**src/cts_pkg.sv**
```systemverilog
// register map, limits, defaults and types of the ct rating setpoint store
package cts_pkg;

    localparam int VW = 12;
    localparam int NV_N = 5;

    // register byte offsets
    localparam logic [7:0] REG_CTRL = 8'h00;
    localparam logic [7:0] REG_STAT = 8'h04;
    localparam logic [7:0] REG_PH = 8'h08;
    localparam logic [7:0] REG_EF = 8'h0C;
    localparam logic [7:0] REG_FLC = 8'h10;
    localparam logic [7:0] REG_DISP = 8'h14;
    localparam logic [7:0] REG_ISTAT = 8'h18;
    localparam logic [7:0] REG_IMASK = 8'h1C;
    localparam logic [7:0] REG_TRIP = 8'h20;
    localparam logic [7:0] REG_ALM = 8'h24;
    localparam logic [7:0] REG_ALVL = 8'h28;
    localparam logic [7:0] REG_NVRAW = 8'h2C;

    // field positions
    localparam int CTRL_SENS = 2;
    localparam int CTRL_RECALL = 3;
    localparam int CTRL_CLR = 4;
    localparam int NVRAW_IDX = 16;
    localparam int EV_SAVE = 0;
    localparam int EV_BAD = 1;
    localparam int EV_LOCK = 2;

    localparam logic [1:0] SEL_PH = 2'h0;
    localparam logic [1:0] SEL_EF = 2'h1;
    localparam logic [1:0] SEL_FLC = 2'h2;

    // nonvolatile word slots
    localparam int NV_PH = 0;
    localparam int NV_EF = 1;
    localparam int NV_FLC = 2;
    localparam int NV_TRIP = 3;
    localparam int NV_ALM = 4;

    // ratings in amperes
    localparam logic [VW-1:0] PH_MIN = 12'h014;
    localparam logic [VW-1:0] PH_MAX = 12'h4B0;
    localparam logic [VW-1:0] PH_STEP = 12'h005;
    localparam logic [VW-1:0] EF_MIN = 12'h032;
    localparam logic [VW-1:0] EF_MAX = 12'h7D0;
    localparam logic [VW-1:0] EF_STEP = 12'h032;
    localparam logic [VW-1:0] EF_SENS = 12'h005;
    localparam logic [VW-1:0] FLC_STEP = 12'h001;
    localparam logic [VW-1:0] EXT_LIMIT = 12'h3E7;
    localparam logic [VW-1:0] EXT_DIV = 12'h064;

    // values after reset and after an invalid-data load
    localparam logic [VW-1:0] PH_DEF = 12'h096;
    localparam logic [VW-1:0] EF_DEF = 12'h005;
    localparam logic [VW-1:0] FLC_DEF = 12'h044;
    localparam logic [VW-1:0] TRIP_DEF = 12'h01E;
    localparam logic [6:0] ALM_DEF = 7'h5A;

    localparam logic [6:0] FLC_LO_PCT = 7'h2D;
    localparam logic [6:0] FLC_HI_PCT = 7'h5D;
    localparam logic [6:0] PCT_FULL = 7'h64;
    localparam logic [VW+7:0] PCT_RND = 20'h00063;
    localparam logic [VW+7:0] PCT_DIV = 20'h00064;
    localparam logic [VW-1:0] CSUM_SEED = 12'hA5A;

    typedef enum logic [1:0] {ST_CHECK, ST_IDLE, ST_EDIT} cts_state_t;

    typedef struct packed {
        logic bad;
        logic ext;
        logic four;
        logic [VW-1:0] val;
    } cts_disp_t;

endpackage : cts_pkg

```
**src/cts_store.sv**
```systemverilog
// ct rating setpoint store: keypad editing, nv check and wishbone slave
//
// The Wishbone slave port and the address map were chosen for this implementation.
`timescale 1ns/1ps
`default_nettype none
module cts_store
(
    input wire logic clk_sys_i,
    input wire logic rst_n_i,
    input wire logic wb_cyc_i,
    input wire logic wb_stb_i,
    input wire logic wb_we_i,
    input wire logic [7:0] wb_adr_i,
    input wire logic [3:0] wb_sel_i,
    input wire logic [31:0] wb_dat_i,
    output logic [31:0] wb_dat_o,
    output logic wb_ack_o,
    input wire logic key_up_i,
    input wire logic key_down_i,
    input wire logic key_enter_i,
    input wire logic lock_defeat_i,
    output var cts_pkg::cts_disp_t disp_o,
    output logic trip_o,
    output logic irq_o
);
    import cts_pkg::*;

    logic [3:0] pin_s1_q;
    logic [3:0] pin_s2_q;
    logic [3:0] pin_s3_q;
    cts_state_t st_q;
    cts_state_t st_d;
    logic [1:0] sel_q;
    logic sens_q;
    logic bad_q;
    logic chk_bad_q;
    logic [VW-1:0] ph_q;
    logic [VW-1:0] ef_q;
    logic [VW-1:0] flc_q;
    logic [VW-1:0] trip_q;
    logic [6:0] alm_q;
    logic [VW-1:0] edit_q;
    logic [VW-1:0] nv_q [NV_N];
    logic [VW-1:0] csum_q;
    logic save_q;
    logic [2:0] istat_q;
    logic [2:0] imask_q;
    logic ack_q;
    logic irq_q;
    logic [31:0] rdat_q;
    logic [31:0] rdat_d;
    cts_disp_t disp_q;
    cts_disp_t disp_d;
    logic [VW-1:0] lo_v;
    logic [VW-1:0] hi_v;
    logic [VW-1:0] st_v;
    logic [VW-1:0] cur_v;

    function automatic logic [VW-1:0] pct_of(
        input logic [VW-1:0] v,
        input logic [6:0] p,
        input logic up
    );
        logic [VW+7:0] m;
        m = {8'h00, v} * {13'h0000, p};
        if (up)
        begin
            m = m + PCT_RND;
        end
        m = m / PCT_DIV;
        pct_of = m[VW-1:0];
    endfunction : pct_of

    // saturating step, never wraps
    function automatic logic [VW-1:0] step_val(
        input logic [VW-1:0] v,
        input logic [VW-1:0] lo,
        input logic [VW-1:0] hi,
        input logic [VW-1:0] st,
        input logic up
    );
        logic [VW:0] t;
        t = {1'b0, v} + {1'b0, st};
        step_val = (t > {1'b0, hi}) ? hi : t[VW-1:0];
        if (!up)
        begin
            step_val = (v < lo + st) ? lo : v - st;
        end
    endfunction : step_val

    // rotate-xor so swapped words are caught too
    function automatic logic [VW-1:0] csum(input logic [NV_N*VW-1:0] w);
        logic [VW-1:0] c;
        c = CSUM_SEED;
        for (int i = 0; i < NV_N; i++)
        begin
            c = {c[VW-2:0], c[VW-1]} ^ w[i*VW +: VW];
        end
        csum = c;
    endfunction : csum

    wire logic unlocked = pin_s2_q[3];
    wire logic [3:0] pin_rise = pin_s2_q & ~pin_s3_q;
    wire logic k_up = pin_rise[0];
    wire logic k_dn = pin_rise[1];
    wire logic k_ent = pin_rise[2];
    wire logic k_any = |pin_rise[2:0];
    wire logic editing = (st_q == ST_EDIT);
    wire logic do_chk = (st_q == ST_CHECK);
    wire logic commit = editing & k_ent & unlocked;

    wire logic wb_req = wb_cyc_i & wb_stb_i & ~ack_q;
    wire logic wb_wr = wb_req & wb_we_i & wb_sel_i[0];
    wire logic sw_ok = wb_wr & unlocked;
    wire logic wr_ctrl = wb_wr && (wb_adr_i == REG_CTRL) && !editing;
    wire logic sens_chg = wr_ctrl & unlocked & (wb_dat_i[CTRL_SENS] != sens_q);
    wire logic recall = wr_ctrl & wb_dat_i[CTRL_RECALL];
    wire logic clr_bad = wr_ctrl & unlocked & wb_dat_i[CTRL_CLR];
    wire logic wr_trip = sw_ok && (wb_adr_i == REG_TRIP);
    wire logic wr_alm = sw_ok && (wb_adr_i == REG_ALM);
    wire logic wr_istat = wb_wr && (wb_adr_i == REG_ISTAT);
    wire logic wr_imask = wb_wr && (wb_adr_i == REG_IMASK);
    wire logic [2:0] nv_idx = wb_dat_i[NVRAW_IDX +: 3];
    wire logic wr_nvraw = wb_wr && (wb_adr_i == REG_NVRAW) && (nv_idx < 3'h5);
    wire logic [1:0] sel_in = (wb_dat_i[1:0] > SEL_FLC) ? SEL_FLC : wb_dat_i[1:0];
    wire logic [6:0] alm_in = (wb_dat_i[7:0] > {1'b0, PCT_FULL}) ? PCT_FULL : wb_dat_i[6:0];

    wire logic [NV_N*VW-1:0] nv_flat = {nv_q[4], nv_q[3], nv_q[2], nv_q[1], nv_q[0]};
    wire logic [NV_N*VW-1:0] live_flat = {5'h00, alm_q, trip_q, flc_q, ef_q, ph_q};
    wire logic csum_ok = (csum(nv_flat) == csum_q);
    wire logic [VW-1:0] flc_lo = pct_of(ph_q, FLC_LO_PCT, 1'b1);
    wire logic [VW-1:0] flc_hi = pct_of(ph_q, FLC_HI_PCT, 1'b0);
    wire logic [VW-1:0] flc_new = pct_of(edit_q, FLC_LO_PCT, 1'b1);
    wire logic [VW-1:0] alm_lvl = pct_of(trip_q, alm_q, 1'b0);
    wire logic [VW-1:0] shown = editing ? edit_q : cur_v;
    wire logic [2:0] ev = {k_any & ~unlocked, chk_bad_q, commit | wr_trip | wr_alm};

    // pins from the panel; the second stage feeds logic, the third only the key edge detect
    always_ff @(posedge clk_sys_i or negedge rst_n_i)
    begin
        if (!rst_n_i)
        begin
            pin_s1_q <= 4'h0;
            pin_s2_q <= 4'h0;
            pin_s3_q <= 4'h0;
        end
        else
        begin
            pin_s1_q <= {lock_defeat_i, key_enter_i, key_down_i, key_up_i};
            pin_s2_q <= pin_s1_q;
            pin_s3_q <= pin_s2_q;
        end
    end

    always_comb
    begin
        st_d = st_q;
        case (st_q)
            ST_CHECK: st_d = ST_IDLE;
            ST_IDLE:
            begin
                if (recall)
                    st_d = ST_CHECK;
                else if (unlocked && (k_up || k_dn))
                    st_d = ST_EDIT;
            end
            ST_EDIT:
            begin
                if (!unlocked || k_ent)
                    st_d = ST_IDLE;
            end
            default: st_d = ST_IDLE;
        endcase
    end

    // limits, step and current value of the selected level
    always_comb
    begin
        lo_v = PH_MIN;
        hi_v = PH_MAX;
        st_v = PH_STEP;
        cur_v = ph_q;
        if (sel_q == SEL_EF)
        begin
            lo_v = sens_q ? EF_SENS : EF_MIN;
            hi_v = sens_q ? EF_SENS : EF_MAX;
            st_v = EF_STEP;
            cur_v = ef_q;
        end
        else if (sel_q == SEL_FLC)
        begin
            lo_v = flc_lo;
            hi_v = flc_hi;
            st_v = FLC_STEP;
            cur_v = flc_q;
        end
    end

    always_comb
    begin
        disp_d.bad = bad_q;
        disp_d.four = editing;
        disp_d.ext = !editing && (shown > EXT_LIMIT);
        disp_d.val = disp_d.ext ? shown / EXT_DIV : shown;
    end

    always_comb
    begin
        rdat_d = 32'h0000_0000;
        if (wb_adr_i == REG_CTRL)
            rdat_d[2:0] = {sens_q, sel_q};
        else if (wb_adr_i == REG_STAT)
            rdat_d[6:0] = {st_q, bad_q, unlocked, sens_q, sel_q};
        else if (wb_adr_i == REG_PH)
            rdat_d[VW-1:0] = ph_q;
        else if (wb_adr_i == REG_EF)
            rdat_d[VW-1:0] = ef_q;
        else if (wb_adr_i == REG_FLC)
            rdat_d[VW-1:0] = flc_q;
        else if (wb_adr_i == REG_DISP)
            rdat_d[VW+2:0] = disp_q;
        else if (wb_adr_i == REG_ISTAT)
            rdat_d[2:0] = istat_q;
        else if (wb_adr_i == REG_IMASK)
            rdat_d[2:0] = imask_q;
        else if (wb_adr_i == REG_TRIP)
            rdat_d[VW-1:0] = trip_q;
        else if (wb_adr_i == REG_ALM)
            rdat_d[6:0] = alm_q;
        else if (wb_adr_i == REG_ALVL)
            rdat_d[VW-1:0] = alm_lvl;
    end

    always_ff @(posedge clk_sys_i or negedge rst_n_i)
    begin
        if (!rst_n_i)
        begin
            st_q <= ST_CHECK;
            sel_q <= SEL_PH;
            edit_q <= PH_DEF;
        end
        else
        begin
            st_q <= st_d;
            if (wr_ctrl)
                sel_q <= sel_in;
            if (!editing)
                edit_q <= cur_v;
            else if (k_up || k_dn)
                edit_q <= step_val(edit_q, lo_v, hi_v, st_v, k_up);
        end
    end

    // settings; a failed check reloads defaults instead of stored words
    always_ff @(posedge clk_sys_i or negedge rst_n_i)
    begin
        if (!rst_n_i)
        begin
            ph_q <= PH_DEF;
            ef_q <= EF_DEF;
            flc_q <= FLC_DEF;
            trip_q <= TRIP_DEF;
            alm_q <= ALM_DEF;
            sens_q <= 1'b1;
            bad_q <= 1'b0;
            chk_bad_q <= 1'b0;
        end
        else if (do_chk)
        begin
            if (csum_ok)
            begin
                ph_q <= nv_q[NV_PH];
                ef_q <= nv_q[NV_EF];
                flc_q <= nv_q[NV_FLC];
                trip_q <= nv_q[NV_TRIP];
                alm_q <= nv_q[NV_ALM][6:0];
                sens_q <= (nv_q[NV_EF] == EF_SENS);
            end
            else
            begin
                ph_q <= PH_DEF;
                ef_q <= EF_DEF;
                flc_q <= FLC_DEF;
                trip_q <= TRIP_DEF;
                alm_q <= ALM_DEF;
                sens_q <= 1'b1;
                bad_q <= 1'b1;
                chk_bad_q <= 1'b1;
            end
        end
        else
        begin
            chk_bad_q <= 1'b0;
            if (commit && sel_q == SEL_PH)
            begin
                ph_q <= edit_q;
                flc_q <= flc_new;
            end
            if (commit && sel_q == SEL_EF)
                ef_q <= edit_q;
            if (commit && sel_q == SEL_FLC)
                flc_q <= edit_q;
            if (sens_chg)
            begin
                sens_q <= wb_dat_i[CTRL_SENS];
                ef_q <= wb_dat_i[CTRL_SENS] ? EF_SENS : EF_MIN;
            end
            if (wr_trip)
                trip_q <= wb_dat_i[VW-1:0];
            if (wr_alm)
                alm_q <= alm_in;
            if (clr_bad)
                bad_q <= 1'b0;
        end
    end

    always_ff @(posedge clk_sys_i or negedge rst_n_i)
    begin
        if (!rst_n_i)
            save_q <= 1'b0;
        else
            save_q <= commit | sens_chg | wr_trip | wr_alm | chk_bad_q;
    end

    // nonvolatile image: no reset, it must outlive rst_n_i
    always_ff @(posedge clk_sys_i)
    begin
        if (save_q)
        begin
            for (int i = 0; i < NV_N; i++)
            begin
                nv_q[i] <= live_flat[i*VW +: VW];
            end
            csum_q <= csum(live_flat);
        end
        else if (wr_nvraw)
            nv_q[nv_idx] <= wb_dat_i[VW-1:0];
    end

    // status bits: a new event wins over a clear in the same cycle
    always_ff @(posedge clk_sys_i or negedge rst_n_i)
    begin
        if (!rst_n_i)
        begin
            istat_q <= 3'h0;
            imask_q <= 3'h0;
            irq_q <= 1'b0;
        end
        else
        begin
            istat_q <= (istat_q & ~(wr_istat ? wb_dat_i[2:0] : 3'h0)) | ev;
            if (wr_imask)
                imask_q <= wb_dat_i[2:0];
            irq_q <= |(istat_q & imask_q);
        end
    end

    always_ff @(posedge clk_sys_i or negedge rst_n_i)
    begin
        if (!rst_n_i)
        begin
            ack_q <= 1'b0;
            rdat_q <= 32'h0000_0000;
            disp_q <= '0;
        end
        else
        begin
            ack_q <= wb_req;
            if (wb_req)
                rdat_q <= rdat_d;
            disp_q <= disp_d;
        end
    end

    assign wb_ack_o = ack_q;
    assign wb_dat_o = rdat_q;
    assign disp_o = disp_q;
    assign trip_o = bad_q;
    assign irq_o = irq_q;
endmodule : cts_store
`default_nettype wire

```
**config.mk**
```make
export PLATFORM = sky130hd
export DESIGN_NAME = cts_store
export DESIGN_NICKNAME = d
export VERILOG_FILES = /design/src/cts_pkg.sv /design/src/cts_store.sv
export SDC_FILE = /design/constraint.sdc
export NUM_CORES = 1
export LEC_CHECK = 0
export ABC_AREA = 1
export ABC_CLOCK_PERIOD_IN_PS = 39400
export BUFFER_PORTS_ARGS = -buffer_cell sky130_fd_sc_hd__buf_4
export CELL_PAD_IN_SITES_DETAIL_PLACEMENT = 0
export CELL_PAD_IN_SITES_GLOBAL_PLACEMENT = 1
export CORE_AREA = 2 2 320 322
export DETAILED_ROUTE_END_ITERATION = 8
export DIE_AREA = 0 0 322 324
export PLACE_DENSITY = 0.58
export RECOVER_POWER = 100
export SYNTH_ARGS = -nofsm -noshare
export SYNTH_HDL_FRONTEND = slang
export SYNTH_SLANG_ARGS = --single-unit
export TNS_END_PERCENT = 50
```
**constraint.sdc**
```tcl
create_clock -name clk_sys_i -period 39.4 [get_ports clk_sys_i]
set_input_delay 3.94 -clock clk_sys_i [delete_from_list [all_inputs] [get_ports clk_sys_i]]
set_output_delay 3.94 -clock clk_sys_i [all_outputs]
set_load 0.03 [all_outputs]
```
==> impl_metrics.json, run 1 <==
{
  "setup-violations-final": 0,
  "ant_nets": 0,
  "crit_end": "edit_q[5]$_DFFE_PN0P_",
  "multi_input_area_um2": 21310,
  "worst_pin_slew_ns": 4.033,
  "r2r_end": "edit_q[5]$_DFFE_PN0P_",
  "layout_setup_ws_ns": 16.02,
  "synth_top_family_by_area": "simple AND/OR/NAND/NOR gates",
  "firstDrtPassIters": 6,
  "area_growth_pct": 6.674,
  "nFillCells": 11350,
  "rsz0062_at_grt": "false",
  "synth-async-reset-ratio_pct": 63.27,
  "outcome": "finished, violations left",
  "pre_cts_slack_ns": 20.39,
  "crit_fanout": 19,
  "synthXorXnorAreaFrac_pct": 7.618,
  "synth.largest_area_cell": "nand2_1",
  "port_buffers": 65,
  "finalInstanceArea_um2": 32100,
  "vias_per_cell": 4.930,
  "route.detailed.drc": 0,
  "end_kind": "flop",
  "die-area_um2": 104300,
  "grt_antenna_before_repair": 2,
  "worstPathArrival_ns": 23.78,
  "required_ns": 39.79,
  "cts_resized": 0,
  "relSlewSlack_pct": -168.9,
  "drive_above_1_share_pct": 5.900,
  "clock-sinks": 196,
  "wl_per_cell_um": 18.10,
  "skew_ns": 0.01864,
  "synthCells": 4636,
  "yosysSeqAreaShare_pct": 17.59,
  "finalHoldViolations": 0,
  "coreArea_um2": 101000,
  "synth_compound_area_share_pct": 11.84,
  "muxShareOfSynthArea_pct": 0,
  "cpMostUsedCell": "nand2_1",
  "yosysTopAreaCellShare_pct": 17.44,
  "min_period_ns": 23.38,
  "synthSimpleGateAreaFrac_pct": 34.98,
  "netlist_area_um2": 30090,
  "syn_area_per_cell_um2": 6.490,
  "routed_wl_mm": 108.1,
  "cts-htree-levels": 4,
  "fin_setup_tns_ns": 0,
  "routabilityCongestion": 0.9023,
  "drtIter0Drc": 2192,
  "placed_area_um2": 31770,
  "num_vias": 29440,
  "grt_max_degree": 67,
  "timing.max_cap.violations": 2,
  "fp.dieH_um": 324,
  "initial_core_util_pct": 29.79,
  "synth_common_cells": "nand2_1 (1398), inv_1 (693), nor2_1 (334)",
  "ys_types": 70,
  "violations": "capacitance limit, slew limit",
  "ys_ff_latch": 196,
  "clkSlewWorstSetupHoldPaths_ns": 0.09,
  "seq_area_um2": 5291,
  "layout.nets": 5026,
  "reg2reg_slack_ns": 16.02,
  "worst_path_largest_cell_delay_ns": 0.99,
  "gr-total-overflow": 0,
  "cts_hold_buf": 0,
  "critPathLaunchType": "flop",
  "cts_tree": "done",
  "ys_warn_count": 0,
  "synth-edff-count": 72,
  "grt_pass1_wl_mm": 167.2,
  "synthAdderAreaFrac_pct": 16.46,
  "synth.area.top_cells": "nand2_1 (17%), inv_1 (8.6%), ha_1 (8.6%), dfrtp_1 (8.6%), fa_1 (7.9%)",
  "track_usage_pct": 20.66,
  "slew_violations": 127,
  "timing.final.crit_share_pct": 59.35,
  "dp_hpwl_mm": 87.95,
  "hold_path.class": "reg2reg",
  "clk_latency_ns": 0.47,
  "fp-row-count": 117,
  "cts_buffers": 17,
  "timing.rr.start": "ph_q[4]$_DFFE_PN1P_",
  "synth_flop_cell": "dfrtp_1",
  "max_freq_ghz": 0.04277,
  "cts_setup_buffers": 0,
  "io-pin-count": 103,
  "crit_start": "ph_q[4]$_DFFE_PN1P_",
  "synth_most_common_cell": "nand2_1",
  "crit_path_top_delay_cell": "dfstp_1",
  "die_w_um": 322,
  "r2r_cells": 107,
  "crit_type": "reg2reg",
  "clock_path_buffers": 2,
  "first_global_vias": 27620,
  "root_buffer": "clkbuf_16"
}
## registers in the layout (all words and copies together) (netlist names), 2 cells and up
register	count
trip_q	12
pin_s1_q	4
alm_q	7
wb_dat_o	15
edit_q	12
istat_q	3
pin_s3_q	3
nv_q	60
ph_q	12
disp_o	15
st_q	2
pin_s2_q	4
ef_q	12
flc_q	12
imask_q	3
sel_q	2
csum_q	12
## metal layers
layer  part of all wire, %  GRT usage, %  wire length, µm
met2                    42         31.82            45920
met1                    51         31.02            54960
met4                   1.2         2.721             1269
met5                     0             0                0
met3                   5.5         2.928             5966
## worst max-delay path, delay by kind of cell (launching register included)
family | cells | cell delay, ns
buf+inv | 10 | 1.78
fa+ha+maj | 6 | 2.30
simple gates | 81 | 16.07
flops | 1 | 0.99
xor+xnor | 1 | 0.79
compound gates | 9 | 1.36
## per-stage QoR
step,std cells,hold slack [ns],utilization [%]
after floorplan,4652,0.3312,-
after global placement,5938,0.3338,31.45
after detailed placement,5938,0.3347,31.45
after CTS,5970,0.3541,32.02
after global routing,5970,0.3591,31.77
final,5972,0.3505,31.78
## worst min path at each step
| stage | to | start | depth (start not counted) | slack, ns |
|---|---|---|---|---|
| 6_report | pin_s2_q[1]$_DFF_PN0_ | pin_s1_q[1]$_DFF_PN0_ | 0 | 0.35 |
| 5_1_grt | pin_s2_q[3]$_DFF_PN0_ | pin_s1_q[3]$_DFF_PN0_ | 0 | 0.36 |
| 4_1_cts | pin_s2_q[1]$_DFF_PN0_ | pin_s1_q[1]$_DFF_PN0_ | 0 | 0.35 |
| 3_5_place_dp | pin_s2_q[0]$_DFF_PN0_ | pin_s1_q[0]$_DFF_PN0_ | 0 | 0.33 |
| 3_3_place_gp | pin_s2_q[0]$_DFF_PN0_ | pin_s1_q[0]$_DFF_PN0_ | 0 | 0.33 |
| 2_1_floorplan | pin_s2_q[0]$_DFF_PN0_ | pin_s1_q[0]$_DFF_PN0_ | 0 | 0.33 |
## cell families (layout without fill, tap and decap cells)
kind of cell,after synthesis,after routing
DFF,196,196
AOI/OAI and AO/OA,620,620
buffers and inverters,846,855
and+or+nand+nor,2388,2388
adders and majority gates,325,325
xor gates and xnor gates,260,260
other,1,19
## area by class of cell
cell class | instances | area share [%]
diodes | 2 | 0.01559
multi-input cells | 3610 | 66.41
flip-flops and latches | 196 | 16.49
clock inverters | 13 | 0.4366
well taps | 1309 | 5.103
clock buffers | 19 | 1.349
repair buffers | 92 | 1.649
inverters | 731 | 8.553
## cell usage in the layout (no fill, tap or decap), drive strengths merged, types with 22 or more instances in the layout
| master | instances |
|---|---|
| fa | 118 |
| nand2 | 1477 |
| edfxtp | 72 |
| o211ai | 36 |
| clkinv | 22 |
| nor3 | 31 |
| xnor2 | 114 |
| ha | 207 |
| nand3 | 348 |
| dfrtp | 103 |
| xor2 | 146 |
| inv | 722 |
| nand4 | 113 |
| o21ai | 278 |
| buf | 46 |
| nor2 | 364 |
| clkbuf | 65 |
| a21oi | 195 |
Power of run 1 is left out: the tool's default activity adds up to more than one toggle a clock period on the data nets, which glitch-free logic cannot reach.
==> run 2: changes to the inputs <==
- ABC_CLOCK_PERIOD_IN_PS: 39400 -> 20900
- PLACE_DENSITY: 0.58 -> 0.6
- clock period: 39.4 -> 20.9 ns (I/O delays scaled with it)
==> run 2 against run 1 <==
  * The flow still finishes with violations (capacitance limit, slew limit)
  * First-iteration DRC count increased by 1.7%
  * Non-clock buffer count shrank 3
  * Via count fell by 0.27%
  * Critical path type unchanged
  * Critical path depth is the same
  * Critical endpoint unchanged
  * Maximum frequency up 26%
==> impl_metrics.json, run 2 (same netlist as run 1, synthesis figures left out) <==
{
  "outcome": "finished, violations left",
  "violations": "capacitance limit, slew limit",
  "r2r_end": "edit_q[5]$_DFFE_PN0P_",
  "routed_wl_mm": 106.2,
  "clk_latency_ns": 0.49,
  "grt_pass1_wl_mm": 165.2,
  "layout.nets": 5023,
  "area_growth_pct": 7.028,
  "clkSlewWorstSetupHoldPaths_ns": 0.08,
  "dp_hpwl_mm": 87.45,
  "die-area_um2": 104300,
  "final_cell_mix": "nand2_1 (1398), inv_1 (693), nor2_1 (334)",
  "root_buffer": "clkbuf_16",
  "hp-start": "pin_s1_q[0]$_DFF_PN0_",
  "clock-sinks": 196,
  "end_kind": "flop",
  "cts_tree": "done",
  "min_period_ns": 18.56,
  "setup-violations-final": 0,
  "drtIter0Drc": 2229,
  "track_usage_pct": 20.41,
  "crit_path_top_delay_cell": "dfrtp_1",
  "fin_setup_tns_ns": 0,
  "firstDrtPassIters": 6,
  "cts_hold_buf": 0,
  "worstPathArrival_ns": 18.96,
  "fp.dieH_um": 324,
  "worst_path_largest_cell_delay_ns": 0.69,
  "timing.rr.start": "ph_q[0]$_DFFE_PN0P_",
  "num_vias": 29360,
  "route.detailed.drc": 0,
  "vias_per_cell": 4.919,
  "min_path_cells": 0,
  "relSlewSlack_pct": -184.0,
  "drive_above_1_share_pct": 6.097,
  "wl_met2_mm": 44.56,
  "regMostFlops": "nv_q",
  "crit_fanout": 20,
  "port_buffers": 65,
  "slew_violations": 147,
  "worstHoldEndpoint": "pin_s2_q[0]$_DFF_PN0_",
  "critPathLaunchType": "flop",
  "reg2reg_slack_ns": 2.34,
  "coreArea_um2": 101000,
  "largest_reg_flops": 60,
  "grt_antenna_before_repair": 5,
  "cts-htree-levels": 4,
  "nFillCells": 11340,
  "grt_max_degree": 69,
  "met3WireLength_mm": 6.054,
  "routabilityCongestion": 0.8852,
  "crit_type": "reg2reg",
  "multi_input_area_um2": 21390,
  "worst_pin_slew_ns": 4.260,
  "layout_commonest_cell": "nand2_1",
  "required_ns": 21.29,
  "hold_path.class": "reg2reg",
  "rsz0062_at_grt": "false",
  "wl_met1_mm": 54.43,
  "die_w_um": 322,
  "final_cells": 5969,
  "cts_resized": 0,
  "ant_nets": 0,
  "initial_core_util_pct": 29.79,
  "first_global_vias": 27820,
  "skew_ns": 0.02606,
  "clock_path_buffers": 2,
  "cts_setup_buffers": 0,
  "wl_per_cell_um": 17.80,
  "cts_buffers": 17,
  "io-pin-count": 103,
  "placed_cells": 5935,
  "cpMostUsedCell": "nand2_1",
  "fp-row-count": 117,
  "r2r_cells": 107,
  "timing.max_cap.violations": 3,
  "top_layer": "met4",
  "timing.final.crit_share_pct": 88.82,
  "max_freq_ghz": 0.05387,
  "gr-total-overflow": 0,
  "seq_area_um2": 5291,
  "finalHoldViolations": 0
}
run 2: area by class of cell:
class	count	area share, %
clock buffers	18	1.364
multi-input cells	3610	66.42
clock inverters	14	0.6061
flip-flops and latches	196	16.43
repair buffers	89	1.550
well taps	1309	5.086
inverters	731	8.525
diodes	2	0.01554
run 2: worst max-delay path by stage:
| stage | slack (ns) | startpoint | depth (start not counted) | end |
|---|---|---|---|---|
| after global placement | 2.31 | ph_q[0]$_DFFE_PN0P_ | 107 | edit_q[7]$_DFFE_PN1P_ |
| final | 2.34 | ph_q[0]$_DFFE_PN0P_ | 107 | edit_q[5]$_DFFE_PN0P_ |
| after detailed placement | 2.35 | ph_q[0]$_DFFE_PN0P_ | 107 | edit_q[7]$_DFFE_PN1P_ |
| after floorplan | 7.60 | ph_q[7]$_DFFE_PN1P_ | 109 | edit_q[4]$_DFFE_PN1P_ |
| after CTS | 2.26 | ph_q[0]$_DFFE_PN0P_ | 107 | edit_q[7]$_DFFE_PN1P_ |
| after global routing | 0.15 | ph_q[0]$_DFFE_PN0P_ | 107 | edit_q[7]$_DFFE_PN1P_ |
run 2: per-layer routing:
layer	track usage (%)	vias to the layer above
li1	-	14920
met4	2.835	0
met5	0	-
met3	2.341	61
met2	30.78	622
met1	31.48	13760
run 2: critical path: cells and delay by family, from the launching register on:
family,cells,cell delay [ns]
xor gates and xnor gates,1,0.53
AOI/OAI and AO/OA,9,1.47
buffers and inverters,10,1.22
adders and majority gates,6,2.44
DFF,1,0.69
and+or+nand+nor,81,12.04
run 2: per-stage QoR:
stage                     instance area [µm²]  hold WS, ns  worst slack [ns]  util (%)
after floorplan                         30150       0.3312             7.602         -
after global placement                  31740       0.3351             2.307     31.43
after detailed placement                31740       0.3347             2.348     31.43
after CTS                               32380       0.3543             2.263     32.05
after global routing                    32200       0.3613            0.1514     31.88
final                                   32200       0.3526             2.337     31.88
Power of run 2 is left out for the same reason.
